--- src/common/tape_ctl_defs.svh ---
// Purpose: constants for the tape controller function decoder
// Assumes: 16-bit accumulator words, two-bit director field
// Notes: included by bare name
`ifndef TAPE_CTL_DEFS_SVH
`define TAPE_CTL_DEFS_SVH
`define DIR_WRITE 2'h0
`define DIR_CTRL 2'h1
`define DIR_USEL 2'h2
`define DIR_BUF 2'h3
`define CF_CLR_CTL 0
`define CF_CLR_INT 1
`define CF_IE_DATA 2
`define CF_IE_EOP 3
`define CF_IE_ALARM 4
`define MOT_HI 10
`define MOT_LO 7
`define MOT_NONE 4'h0
`define MOT_WRITE 4'h1
`define MOT_READ 4'h2
`define MOT_BKSP 4'h3
`define MOT_WFM 4'h5
`define MOT_SFF 4'h6
`define MOT_SFB 4'h7
`define MOT_REW 4'h8
`define MOT_RUNL 4'hC
`define US_CHAR 0
`define US_EVEN 1
`define US_D800 3
`define US_D556 4
`define US_D1600 5
`define US_ASM 6
`define US_UNIT_HI 9
`define US_UNIT_LO 7
`define US_SEL 10
`define US_DESEL 11
`define US_LOWTH 12
`define UNIT_MAX 3'h3
`define FIFO_DEPTH 16
`define FIFO_AW 4
`endif

--- src/common/tape_ctl_pkg.sv ---
// Purpose: shared types for the tape controller function decoder
// Assumes: none
// Notes: constants live in tape_ctl_defs.svh
package tape_ctl_pkg;
  typedef struct packed {
    logic [1:0] director;
    logic [15:0] data;
  } host_word_t;
  typedef struct packed {
    logic [2:0] unit;
    logic unit_valid;
    logic char_fmt;
    logic even_par;
    logic assembly;
    logic [2:0] density;
    logic low_thresh;
  } unit_cfg_t;
  typedef struct packed {
    logic [3:0] code;
    logic fwd;
    logic wr;
  } motion_t;
  typedef enum logic [1:0] {
    ST_IDLE = 2'b00,
    ST_RUN = 2'b01,
    ST_DONE = 2'b11,
    ST_LOCK = 2'b10
  } mot_state_t;
endpackage

--- src/hdl/tape_ctl.sv ---
// Purpose: function decoder and motion sequencer for a tape controller
// Assumes: host words arrive as one-cycle strobes; transport status is synchronous
// Notes: read data path and status word assembly live outside this block
`timescale 1ns/10ps
`include "tape_ctl_defs.svh"

// ****************************************
// fifo
// ****************************************
module tape_fifo #(
  parameter int WIDTH = 16,
  parameter int DEPTH = `FIFO_DEPTH,
  parameter int AW = `FIFO_AW
) (
  // clock and reset
  input wire logic clk_sys_i,
  input wire logic reset_n_i,
  input wire logic flush_i,
  // fill side
  input wire logic in_valid_i,
  output logic in_ready_o,
  input wire logic [WIDTH-1:0] in_data_i,
  // drain side
  output logic out_valid_o,
  input wire logic out_ready_i,
  output logic [WIDTH-1:0] out_data_o
);
  logic [WIDTH-1:0] mem [DEPTH];
  logic [AW:0] wp;
  logic [AW:0] rp;
  wire full = (wp[AW] != rp[AW]) && (wp[AW-1:0] == rp[AW-1:0]);
  wire empty = (wp == rp);
  wire push = in_valid_i && !full;
  wire pop = out_ready_i && !empty;
  assign in_ready_o = !full;
  assign out_valid_o = !empty;
  assign out_data_o = mem[rp[AW-1:0]];
  always_ff @(posedge clk_sys_i or negedge reset_n_i) begin
    if (!reset_n_i) begin
      wp <= '0;
      rp <= '0;
    end else if (flush_i) begin
      wp <= '0;
      rp <= '0;
    end else begin
      if (push) wp <= wp + 1'b1;
      if (pop) rp <= rp + 1'b1;
    end
  end
  always_ff @(posedge clk_sys_i) begin
    if (push) mem[wp[AW-1:0]] <= in_data_i;
  end
endmodule

// Operation
// - director 00 write, 01 control, 10 unit select, 11 buffered start
// - zero motion code rejected only on protect fault
// - nonzero motion rejected if not ready, no done, illegal, busy, fault, protected write; code takes it without done when idle
// - after done, same motion and transfer direction is accepted
// - clears first, then interrupt enables, then motion
// - new motion clears done, alarm and all alarm causes
// - bit 0 clears controller, keeping unit, mode, parity, format
// - bit 1 clears interrupts and enables; same-word enables survive
// - data and done interrupt enables, cleared by clears; reply clears data response
// - bit 4 enables alarm interrupt on listed alarm conditions
// - write motion raises data status or starts buffered output; ends at record end
// - direct write without data locks out, drops forward, no done
// - read motion; late request sets lost data; file mark sets flag
// - backspace one record; at load point accepted without motion
// - write file mark advances, writes mark, normal end sequence
// - search forward/backward to file mark; backward stops at load point
// - rewind stays ready and busy; rewind unload goes not ready
// - unit select rejected when active, fault, illegal or mismatched; accepted clears
// - bit 10 plus unit 0..3 selects; bit 11 deselects alone; master clear deselects
// - character, assembly and even parity bits; odd parity default
// - low threshold reverts on any done or master clear; clear bit keeps it
// - buffered start takes first address minus one, fetches last address plus one
module tape_ctl (
  // clock and reset
  input wire logic clk_sys_i,
  input wire logic reset_n_i,
  // host output word
  input wire logic out_strobe_i,
  input wire tape_ctl_pkg::host_word_t host_word_i,
  output logic reply_o,
  output logic reject_o,
  // transport status
  input wire logic ready_i,
  input wire logic protected_i,
  input wire logic write_enable_i,
  input wire logic protect_fault_i,
  input wire logic load_point_i,
  input wire logic end_of_record_i,
  input wire logic file_mark_i,
  input wire logic gap_passed_i,
  input wire logic end_of_tape_i,
  input wire logic parity_err_i,
  input wire logic storage_parity_i,
  input wire logic id_abort_i,
  input wire logic fmt_lost_i,
  input wire logic fmt_warn_i,
  input wire logic fmt_present_i,
  input wire logic read_frame_i,
  input wire logic read_taken_i,
  // storage channel
  output logic fetch_req_o,
  output logic [15:0] fetch_addr_o,
  input wire logic fetch_ack_i,
  input wire logic [15:0] fetch_data_i,
  output logic [15:0] last_addr_o,
  output logic buffered_o,
  // write data toward the transport
  output logic wr_valid_o,
  input wire logic wr_ready_i,
  output logic [15:0] wr_data_o,
  // transport control
  output tape_ctl_pkg::unit_cfg_t cfg_o,
  output tape_ctl_pkg::motion_t motion_o,
  output logic forward_o,
  output logic unload_o,
  // status
  output logic busy_o,
  output logic active_o,
  output logic done_o,
  output logic data_status_o,
  output logic alarm_o,
  output logic lost_data_o,
  output logic file_mark_o,
  output logic interrupt_o
);
  tape_ctl_pkg::mot_state_t state;
  tape_ctl_pkg::mot_state_t next_state;
  tape_ctl_pkg::unit_cfg_t cfg;
  tape_ctl_pkg::motion_t mot;
  logic ie_data, ie_eop, ie_alarm;
  logic done, alarm, lost, fmark, dstat, eot_f, par_f, sp_f, pf_f, id_f, fl_f, fw_f, nr_f;
  logic buf_mode, fetching, first_written;

  // ****************************************
  // decode
  // ****************************************
  wire [15:0] a = host_word_i.data;
  wire is_wr = out_strobe_i && host_word_i.director == `DIR_WRITE;
  wire is_cf = out_strobe_i && host_word_i.director == `DIR_CTRL;
  wire is_us = out_strobe_i && host_word_i.director == `DIR_USEL;
  wire is_bf = out_strobe_i && host_word_i.director == `DIR_BUF;
  wire [3:0] code = a[`MOT_HI:`MOT_LO];
  wire legal = code == `MOT_WRITE || code == `MOT_READ || code == `MOT_BKSP ||
               code == `MOT_WFM || code == `MOT_SFF || code == `MOT_SFB ||
               code == `MOT_REW || code == `MOT_RUNL;
  wire new_fwd = !(code == `MOT_BKSP || code == `MOT_SFB || code == `MOT_REW ||
                   code == `MOT_RUNL);
  wire new_wr = code == `MOT_WRITE || code == `MOT_WFM;
  wire compat = done && state == tape_ctl_pkg::ST_DONE && new_fwd == mot.fwd && new_wr == mot.wr;
  wire busy_now = state == tape_ctl_pkg::ST_RUN;
  // a cleared, idle controller may start motion without a prior done
  wire idle_now = state == tape_ctl_pkg::ST_IDLE;
  wire mot_rej = !ready_i || !(done || idle_now) || !legal || (busy_now && !compat) ||
                 protect_fault_i || (new_wr && !write_enable_i);
  wire cf_rej = (code == `MOT_NONE) ? protect_fault_i : mot_rej;
  wire cf_ok = is_cf && !cf_rej;
  wire start = cf_ok && code != `MOT_NONE;
  wire [2:0] dens = a[`US_D1600:`US_D800];
  wire dens_bad = (dens[0] + dens[1] + dens[2]) > 2'd1;
  wire desel_bad = a[`US_DESEL] && (a & ~(16'h0001 << `US_DESEL)) != 16'h0000;
  wire us_mismatch = (a[`US_D1600] && !fmt_present_i) ||
                     (a[`US_SEL] && a[`US_UNIT_HI:`US_UNIT_LO] > `UNIT_MAX);
  wire us_rej = busy_now || protect_fault_i || dens_bad || desel_bad || us_mismatch;
  wire us_ok = is_us && !us_rej;
  wire bf_rej = (!done && busy_now) || !ready_i || protect_fault_i;
  wire wr_rej = !ready_i || !(mot.code == `MOT_WRITE && busy_now) || !dstat ||
                buf_mode || protect_fault_i;
  // controller clear, also on accepted unit select
  wire clr_ctl = (cf_ok && a[`CF_CLR_CTL]) || us_ok;
  wire clr_int = cf_ok && a[`CF_CLR_INT];
  wire end_op = busy_now && ((mot.wr && end_of_record_i && mot.code == `MOT_WRITE) ||
                (mot.code == `MOT_READ && end_of_record_i) ||
                (mot.code == `MOT_BKSP && (end_of_record_i || load_point_i)) ||
                (mot.code == `MOT_WFM && end_of_record_i) ||
                (mot.code == `MOT_SFF && file_mark_i) ||
                (mot.code == `MOT_SFB && (file_mark_i || load_point_i)) ||
                (mot.code == `MOT_REW && load_point_i));
  // no first word when the gap has passed
  wire lockout = busy_now && mot.code == `MOT_WRITE && !buf_mode && gap_passed_i &&
                 !first_written;
  wire alarm_ev = end_of_tape_i || parity_err_i || (read_frame_i && dstat) || file_mark_i ||
                  (busy_now && !ready_i) || storage_parity_i || protect_fault_i ||
                  id_abort_i || fmt_lost_i || fmt_warn_i;
  wire fifo_in_ready;
  wire fifo_push = is_wr && !wr_rej;
  // queue room raises data status again
  wire wr_room = mot.code == `MOT_WRITE && !buf_mode && fifo_in_ready;

  // ****************************************
  // motion sequencer
  // ****************************************
  always_comb begin
    next_state = state;
    unique case (state)
      tape_ctl_pkg::ST_IDLE: if (start) next_state = tape_ctl_pkg::ST_RUN;
      tape_ctl_pkg::ST_RUN: begin
        // backspace at load point ends at once
        if (lockout) next_state = tape_ctl_pkg::ST_LOCK;
        else if (end_op) next_state = tape_ctl_pkg::ST_DONE;
      end
      tape_ctl_pkg::ST_DONE: if (start) next_state = tape_ctl_pkg::ST_RUN;
      tape_ctl_pkg::ST_LOCK: if (us_ok) next_state = tape_ctl_pkg::ST_IDLE;
    endcase
    // clear precedes motion in same word
    if (clr_ctl && !start) next_state = tape_ctl_pkg::ST_IDLE;
    else if (clr_ctl && start) next_state = tape_ctl_pkg::ST_RUN;
  end

  always_ff @(posedge clk_sys_i or negedge reset_n_i) begin
    if (!reset_n_i) begin
      state <= tape_ctl_pkg::ST_IDLE;
      mot <= '0;
      first_written <= 1'b0;
    end else begin
      state <= next_state;
      if (start) mot <= '{code: code, fwd: new_fwd, wr: new_wr};
      if (start) first_written <= 1'b0;
      else if (fifo_push) first_written <= 1'b1;
    end
  end

  // ****************************************
  // unit configuration
  // ****************************************
  always_ff @(posedge clk_sys_i or negedge reset_n_i) begin
    if (!reset_n_i) begin
      // reset density 800, odd parity, character format
      cfg <= '{unit: 3'h0, unit_valid: 1'b0, char_fmt: 1'b1, even_par: 1'b0,
               assembly: 1'b0, density: 3'b001, low_thresh: 1'b0};
    end else if (us_ok) begin
      if (a[`US_SEL]) begin
        cfg.unit <= a[`US_UNIT_HI:`US_UNIT_LO];
        cfg.unit_valid <= 1'b1;
      end
      if (a[`US_DESEL]) cfg.unit_valid <= 1'b0;
      if (!a[`US_DESEL]) begin
        cfg.char_fmt <= a[`US_CHAR];
        cfg.assembly <= a[`US_ASM];
        cfg.even_par <= a[`US_EVEN];
        cfg.low_thresh <= a[`US_LOWTH];
      end
      if (dens != 3'b000) cfg.density <= dens;
    end else if (end_op) begin
      cfg.low_thresh <= 1'b0;
    end
  end

  // ****************************************
  // flags and interrupts
  // ****************************************
  always_ff @(posedge clk_sys_i or negedge reset_n_i) begin
    if (!reset_n_i) begin
      {done, alarm, lost, fmark, dstat} <= '0;
      {eot_f, par_f, sp_f, pf_f, id_f, fl_f, fw_f, nr_f} <= '0;
      {ie_data, ie_eop, ie_alarm} <= '0;
    end else begin
      if (clr_ctl || clr_int) {ie_data, ie_eop, ie_alarm} <= '0;
      if (cf_ok && a[`CF_IE_DATA]) ie_data <= 1'b1;
      if (cf_ok && a[`CF_IE_EOP]) ie_eop <= 1'b1;
      if (cf_ok && a[`CF_IE_ALARM]) ie_alarm <= 1'b1;
      // new motion clears done and alarm causes
      if (start || clr_ctl) begin
        {done, alarm, lost, fmark} <= '0;
        {eot_f, par_f, sp_f, pf_f, id_f, fl_f, fw_f, nr_f} <= '0;
      end
      // direct write or read raises data status
      dstat <= (start && !buf_mode && (code == `MOT_WRITE || code == `MOT_READ)) ? 1'b1 :
               (fifo_push || clr_ctl || lost || end_op) ? 1'b0 :
               (busy_now && ((mot.code == `MOT_READ && read_frame_i) || wr_room)) ? 1'b1 :
               dstat;
      if (end_op) done <= 1'b1;
      if (busy_now && mot.code == `MOT_READ && read_frame_i && dstat && !read_taken_i)
        lost <= 1'b1;
      if (busy_now && file_mark_i) fmark <= 1'b1;
      if (end_of_tape_i) eot_f <= 1'b1;
      if (parity_err_i) par_f <= 1'b1;
      if (storage_parity_i) sp_f <= 1'b1;
      if (protect_fault_i) pf_f <= 1'b1;
      if (id_abort_i) id_f <= 1'b1;
      if (fmt_lost_i) fl_f <= 1'b1;
      if (fmt_warn_i) fw_f <= 1'b1;
      if (busy_now && !ready_i) nr_f <= 1'b1;
      if (busy_now && alarm_ev) alarm <= 1'b1;
    end
  end

  // ****************************************
  // buffered transfer start
  // ****************************************
  always_ff @(posedge clk_sys_i or negedge reset_n_i) begin
    if (!reset_n_i) begin
      buf_mode <= 1'b0;
      fetching <= 1'b0;
      fetch_addr_o <= 16'h0000;
      last_addr_o <= 16'h0000;
    end else begin
      // latch first address minus one, fetch bound
      if (is_bf && !bf_rej) begin
        buf_mode <= 1'b1;
        fetching <= 1'b1;
        fetch_addr_o <= a;
      end else if (fetching && fetch_ack_i) begin
        fetching <= 1'b0;
        last_addr_o <= fetch_data_i;
      end
      if (clr_ctl || end_op) buf_mode <= 1'b0;
    end
  end

  // direct write words queue toward the transport
  tape_fifo #(.WIDTH(16), .DEPTH(`FIFO_DEPTH), .AW(`FIFO_AW)) wr_fifo (
    .clk_sys_i(clk_sys_i),
    .reset_n_i(reset_n_i),
    .flush_i(clr_ctl),
    .in_valid_i(fifo_push),
    .in_ready_o(fifo_in_ready),
    .in_data_i(a),
    .out_valid_o(wr_valid_o),
    .out_ready_i(wr_ready_i),
    .out_data_o(wr_data_o)
  );

  // ****************************************
  // outputs
  // ****************************************
  always_ff @(posedge clk_sys_i or negedge reset_n_i) begin
    if (!reset_n_i) begin
      reply_o <= 1'b0;
      reject_o <= 1'b0;
      forward_o <= 1'b0;
      unload_o <= 1'b0;
      interrupt_o <= 1'b0;
    end else begin
      // full queue refuses a write word
      reply_o <= (cf_ok || us_ok || (is_bf && !bf_rej) || (fifo_push && fifo_in_ready));
      reject_o <= (is_cf && cf_rej) || (is_us && us_rej) || (is_bf && bf_rej) ||
                  (is_wr && (wr_rej || !fifo_in_ready));
      forward_o <= (next_state == tape_ctl_pkg::ST_RUN) && (start ? new_fwd : mot.fwd);
      unload_o <= start && code == `MOT_RUNL;
      interrupt_o <= (ie_data && dstat) || (ie_eop && done) || (ie_alarm && alarm);
    end
  end

  assign busy_o = state == tape_ctl_pkg::ST_RUN;
  assign active_o = busy_o;
  assign done_o = done;
  assign data_status_o = dstat;
  assign alarm_o = alarm;
  assign lost_data_o = lost;
  assign file_mark_o = fmark;
  assign buffered_o = buf_mode;
  assign fetch_req_o = fetching;
  assign cfg_o = cfg;
  assign motion_o = mot;
endmodule

--- config.mk ---
export PLATFORM = sky130hd
export DESIGN_NAME = tape_ctl
export DESIGN_NICKNAME = d
export VERILOG_FILES = /design/src/common/tape_ctl_pkg.sv /design/src/hdl/tape_ctl.sv
export VERILOG_INCLUDE_DIRS = /design/src /design/src/common
export SDC_FILE = /design/constraint.sdc
export NUM_CORES = 1
export LEC_CHECK = 0
export BUFFER_PORTS_ARGS = -buffer_cell sky130_fd_sc_hd__buf_2
export CAP_MARGIN = 25
export CORE_MARGIN = 10
export CORE_UTILIZATION = 59
export DETAILED_ROUTE_END_ITERATION = 16
export GPL_ROUTABILITY_DRIVEN = 0
export PLACE_DENSITY = 0.89
export SYNTH_ARGS = -nofsm -noshare
export SYNTH_HDL_FRONTEND = slang
export SYNTH_SLANG_ARGS = --single-unit
export TNS_END_PERCENT = 50
--- constraint.sdc ---
create_clock -name clk_sys_i -period 3.75 [get_ports clk_sys_i]
set_clock_uncertainty 0.05 [all_clocks]
set_input_delay 0.375 -clock clk_sys_i [delete_from_list [all_inputs] [get_ports clk_sys_i]]
set_output_delay 0.375 -clock clk_sys_i [all_outputs]
set_load 0.005 [all_outputs]
Yosys cells after proc, flatten, opt, wreduce, memory -nomap -nowiden. Memory sizes are Yosys's and may differ from the RTL's. Cells that the tools add are included. W data, S select, Z words.

Register bits: 77. RAM bits: 256. Input bits: 56. Logic and storage cells: 281. Memories: 1.

Memories: wr_fifo.mem (words 16, bits a word 16, rd ports 1, clocked after Yosys merged registers in 0, wr ports 1, RTL line tape_ctl.sv:28) `logic [WIDTH-1:0] mem [DEPTH];`.

Add/subtract/negate cells: 4. $lt $le $gt $ge: 2. Equality and inequality tests: 28. Muxes and demuxes: 38. Bitwise operators: 2. Reduce and logical (&&, ||, !) cells: 175.

Operators with widths (number): $logic_and A1 B1 Y1 (65); $logic_or A1 B1 Y1 (62); $reduce_bool A2 Y1 (14); $mux W1 (27); $eq A4 B3 Y1 const B (6); $logic_not A1 Y1 (20); $mux W5 (4); $eq A4 B2 Y1 const B (4); $reduce_bool A16 Y1 (1); $eq A4 B4 Y1 const B (3); $mux W2 (6); $reduce_and A2 Y1 (6); $add A5 B1 Y5 const B (2); $eq A2 B2 Y1 const B (4); $eq A4 B1 Y1 const B (2); $eq A2 B1 Y1 const B (3); $pmux W2 S3 (1); $reduce_bool A3 Y1 (2); $eq A5 B5 Y1 (1); $eq A4 B4 Y1 (1); $logic_not A2 Y1 (2); $logic_not A4 Y1 (1); $reduce_bool A4 Y1 (1); $gt A3 B2 Y1 const B (1); other kinds (8) (10).

Longest topological paths before layout.
Depth in word-level cells: 23. Gate-level depth with buffers: 10.

Modules after synthesis. From an unflattened synthesis, not the netlist that was laid out.

Cell total of the unflattened synthesis: 804. Area, all modules: 13636.8 µm².

Modules (own cells, without submodules): tape_fifo (times used 1, cells an instance 558, area an instance 10585.2 µm², seq. area each 7937.6 µm²); tape_ctl (times used 1, cells an instance 246, area an instance 3051.7 µm², seq. area each 1679.1 µm²).

Worst setup path after synthesis. No wires, ideal clock.

Path type: register to register. From: register state[1]. To: memory wr_fifo.mem[3][0] (enable). Arrival: 3014 ps. Required time: 3291 ps. Slack: 277 ps. Cell stages (with the launch flop): 9. Period minus slack after synthesis: 3473 ps. Cell sequence: dfrtp_1 > inv_1 > ha_1 > buf_2 > nor2b_1 > nand3_1 > a211oi_2 > nand2_1 > nor3_1.

Cells in the longest elaborated chain, start to end: 12.

Ends and longest elaborated chain: from (decl) (RTL line tape_ctl.sv:131) `tape_ctl_pkg::mot_state_t state;`; from (signal assigned) (RTL line tape_ctl.sv:216) `state <= tape_ctl_pkg::ST_IDLE;`; from (signal assigned) (RTL line tape_ctl.sv:220) `state <= next_state;`; $eq A2 B1 Y1; via active_o (RTL line tape_ctl.sv:123) `output logic active_o,`; $logic_and A1 B1 Y1 (RTL line tape_ctl.sv:171) `` wire wr_rej = !ready_i || !(mot.code == `MOT_WRITE && busy_now) || !dstat || ``; $logic_not A1 Y1 (RTL line tape_ctl.sv:171); $logic_or A1 B1 Y1 (4 in series) (RTL line tape_ctl.sv:171); $logic_not A1 Y1 (RTL line tape_ctl.sv:190) `wire fifo_push = is_wr && !wr_rej;`; $logic_and A1 B1 Y1 (RTL line tape_ctl.sv:190); $logic_and A1 B1 Y1 (RTL line tape_ctl.sv:33) `wire push = in_valid_i && !full;`; $mux W1 (RTL line tape_ctl.sv:51) `if (push) mem[wp[AW-1:0]] <= in_data_i;`; $mux W1 (not written as such) (RTL line tape_ctl.sv:51); to (decl) (RTL line tape_ctl.sv:28).

The timed path passes the listed nets, and every way through them passes these cells.

Final worst setup path.
From: register wr_fifo.rp[0]. To: output wr_data_o[5].

Cells in the longest elaborated chain, start to end: 1.

Ends and longest elaborated chain: from (decl) (RTL line tape_ctl.sv:30) `logic [AW:0] rp;`; from (signal assigned) (RTL line tape_ctl.sv:47) `if (pop) rp <= rp + 1'b1;`; $mem_v2 Z16 W16; to (decl) (RTL line tape_ctl.sv:115) `output logic [15:0] wr_data_o,`.

Every way passes these cells.

==> results.md <==
* Total Die Area at 29000 um^2
* Count of hold-fix buffers inserted at cts at 1
* N_diodes at 0
* Portion of the clock cycle consumed by the worst path in the final layout at 0.885
* Crit path buf inv count at 2
* Cell type contributing the most total cell area after synthesis: edfxtp_1
* Antenna violation net count after detailed routing at 0
* Maximum fanout along the worst path at 54
* TritonRoute pass-1 iters at 6
* Worst setup margin at 0.432 ns
* Maximum resistive drop on vdd at 0.411 mV
* Nature of the critical path startpoint: flop
* Max-slew violation count at 0
* Power density over cell area at 656 nW/um^2
* Global-route wire length before repair at 48600 um
* CTS Buffer Depth at 3
* Tmin final at 3.32 ns
* Highest layer used for signal routing: met4
* Area delta synth->final at 16.1%
* Area of the multi-input gates at 3520 um^2
* DR vias/cell at 6.33
* Cell breakdown of the critical path: buf_12 -> mux4_2 -> mux4_2 -> buf_2
* Count of mapped cells out of synthesis at 693
* Part of the Yosys area used for sequential elements at 0.722
* Floorplan die width at 170 um
* Cell types occupying the most area after synthesis: edfxtp_1 (58%), dfrtp_1 (14%), mux4_2 (14%)
* MaxCap Viol Count at 0
* Met1 layer wirelength in the final routing at 12300 um
* Count of buffers added by post-CTS timing repair for setup at 0
* RR Startpoint: motion_o[4]
* Number of buffer cells added on primary ports at 134
* Number of synthesized flops with an enable pin at 256
* Capturing element type of the critical path: output port
* Average size of a mapped cell at 19.2 um^2
* Number of global-route vias before repair at 8035
* Cts repair resizes at 0
* Top-count cell post-synth: edfxtp_1
* Register-to-register setup slack at 0.96 ns
* Layout net count at 927
* Crit Reg-Reg Endpoint: wr_fifo.mem[5][3]
* Number of violations reported at the end of detailed-routing iteration 0 at 689
* Fraction of post-synthesis cell area in the top cell type by area at 0.577
* Count of unresolved DRC violations after routing at 0
* Post-Place Setup Slack at 0.786 ns
* Leakage power figure at 5.69 nW
* Worst hold path endpoint: fetch_req_o
* Crit path kind: reg -> out
* CTS H-Tree Depth at 2
* Hold Path Class: in -> reg
* Wire length on met2 at 15500 um
* Final Hold Viols at 0
* Min-Delay Path Depth at 2
* Flop and latch count out of synthesis at 333
* Die Y at 170 um
* Count of cell types in the netlist at 62
* Routed length per placed instance at 27.4 um
* Maximum frequency from static timing analysis at 0.301 GHz
* Final sum of negative setup slack at 0 ns
* Origin of the worst min-delay path: fetch_ack_i
* Synth async-reset ratio at 0.231
* Status: complete, no violations
* Final setup fails at 0
* Fraction of layout instances using a drive strength above 1 at 0.383
* Core Box Area at 22000 um^2
* Path depth of the worst reg2reg path at 6
* Maximum cell stage delay along the critical path at 0.62 ns
* Sequential cell area at 9620 um^2
* Net count after synthesis at 758
* Cell family contributing the most delay on the critical path: multiplexers
* Most common flop cell mapped by yosys: edfxtp_1
* Site Rows at 54
* DP Wirelength at 19500 um
* Num CTS Buffers at 34
* Netlist area before placement at 13300 um^2
* Warnings from Yosys at 0
* Top cells by count, synth: edfxtp_1 (256), mux4_2 (80), dfrtp_1 (75)
* Final wirelength at 31900 um
* All-Layer GR Usage at 0.226
* Critical Path RT at 3.32 ns
* TritonCTS clock tree: done
* Data arrival at the endpoint of the critical path at 2.89 ns
* Fillcell total at 1352
* Register clock-pin slew on the reported worst setup and hold paths at 0.06 ns
* Number of sinks driven by the clock tree at 333
* Total instance count after detailed placement at 1105
* Max-slew headroom at 0.366
* Total vias in the final route at 7377
* Most common cell on crit path: mux4_2
* Ports at 136
* Number of antenna violations at the first check in global routing at 0
* Unrepaired setup endpoints after global routing: no
* Root Driver: clkbuf_16
* Insertion delay to the later sink of the worst-skew pair at 0.51 ns
* Largest net degree at the start of global routing at 78
* Starting density of the core at 0.605
* Transition time at the pin with the least slew margin at 0.952 ns
* Routed met3 length at 3220 um
* Final standard cell count with taps included and fillers excluded at 1166
* Global route total overflow at 0
* Slowest stage cell, crit path: dfrtp_4
cell usage in the layout, fill, tap and decap left out, types with 9 or more instances in the layout:
cell,n
xor2_1,10
dfrtp_1,73
clkbuf_1,17
ha_1,9
nor2_1,32
a22o_1,10
a21oi_1,13
inv_1,11
nand2_1,20
o21ai_0,15
mux4_2,80
buf_4,30
buf_2,133
mux2_2,34
clkbuf_16,35
edfxtp_1,256
power by group:
part           internal, mW  switching (mW)  total, mW
Combinational          1.43            1.20       2.62
Sequential             4.23           0.269       4.50
Clock                  1.73            1.30       3.03
area by class of cell:
class,count,share of cell area
clock buffers,52,0.0607
inverters,11,0.00267
multi-input cells,315,0.228
clock inverters,8,0.00259
flip-flops and latches,333,0.622
repair buffers,167,0.0621
well taps,280,0.0226
sequential cells by signal, indices dropped and copies added, names as in the netlist, 2 cells and up:
register,count
cfg_o,11
state,2
wr_fifo.rp,5
motion_o,6
fetch_addr_o,16
wr_fifo.mem,256
wr_fifo.wp,5
last_addr_o,16
stage by stage:
step	hold WS [ns]	total power [mW]	cell area [um^2]	util
floorplan	0.0294	6.24	13300	-
global placement	0.412	7.14	14500	0.658
detailed placement	0.425	7.21	14500	0.658
CTS	0.0149	10.3	15500	0.703
global route	0.0286	10.6	15500	0.703
finish	0.0213	10.2	15500	0.703
logic make-up after synthesis:
group                    count (synthesis)  synth area share
adder cells (fa/ha/maj)                  9           0.00845
AND/OR/NAND/NOR                        111            0.0439
AO/OA/AOI/OAI                           64            0.0350
multiplexers                           117             0.166
buffers and inverters                   45            0.0157
XOR/XNOR                                14           0.00920
flip-flops                             333             0.722
metal layers:
| metal | GRT usage | vias to the layer above |
|---|---|---|
| met4 | 0.0831 | 0 |
| met2 | 0.364 | 424 |
| met1 | 0.291 | 3767 |
| met5 | 0 | - |
| li1 | - | 3121 |
| met3 | 0.0604 | 65 |
worst reg2reg max path, delay by kind of cell (launching register included):
kind | cells | cell delay (ns)
DFF | 1 | 0.48
AOI/OAI and AO/OA | 1 | 0.45
and+or+nand+nor | 4 | 1.29
buffers and inverters | 1 | 0.24
worst max path at each step:
stage | depth (start not counted) | startpoint | to | slack (ns)
floorplan | 8 | state[1] | wr_fifo.mem[3][0] | 0.28
global placement | 7 | host_word_i[8] | alarm_o | 0.84
detailed placement | 7 | host_word_i[8] | alarm_o | 0.79
CTS | 4 | wr_fifo.rp[0] | wr_data_o[5] | 0.37
global route | 4 | wr_fifo.rp[0] | wr_data_o[5] | 0.29
finish | 4 | wr_fifo.rp[0] | wr_data_o[5] | 0.43
No activity file was read; power rests on OpenSTA's default activity.
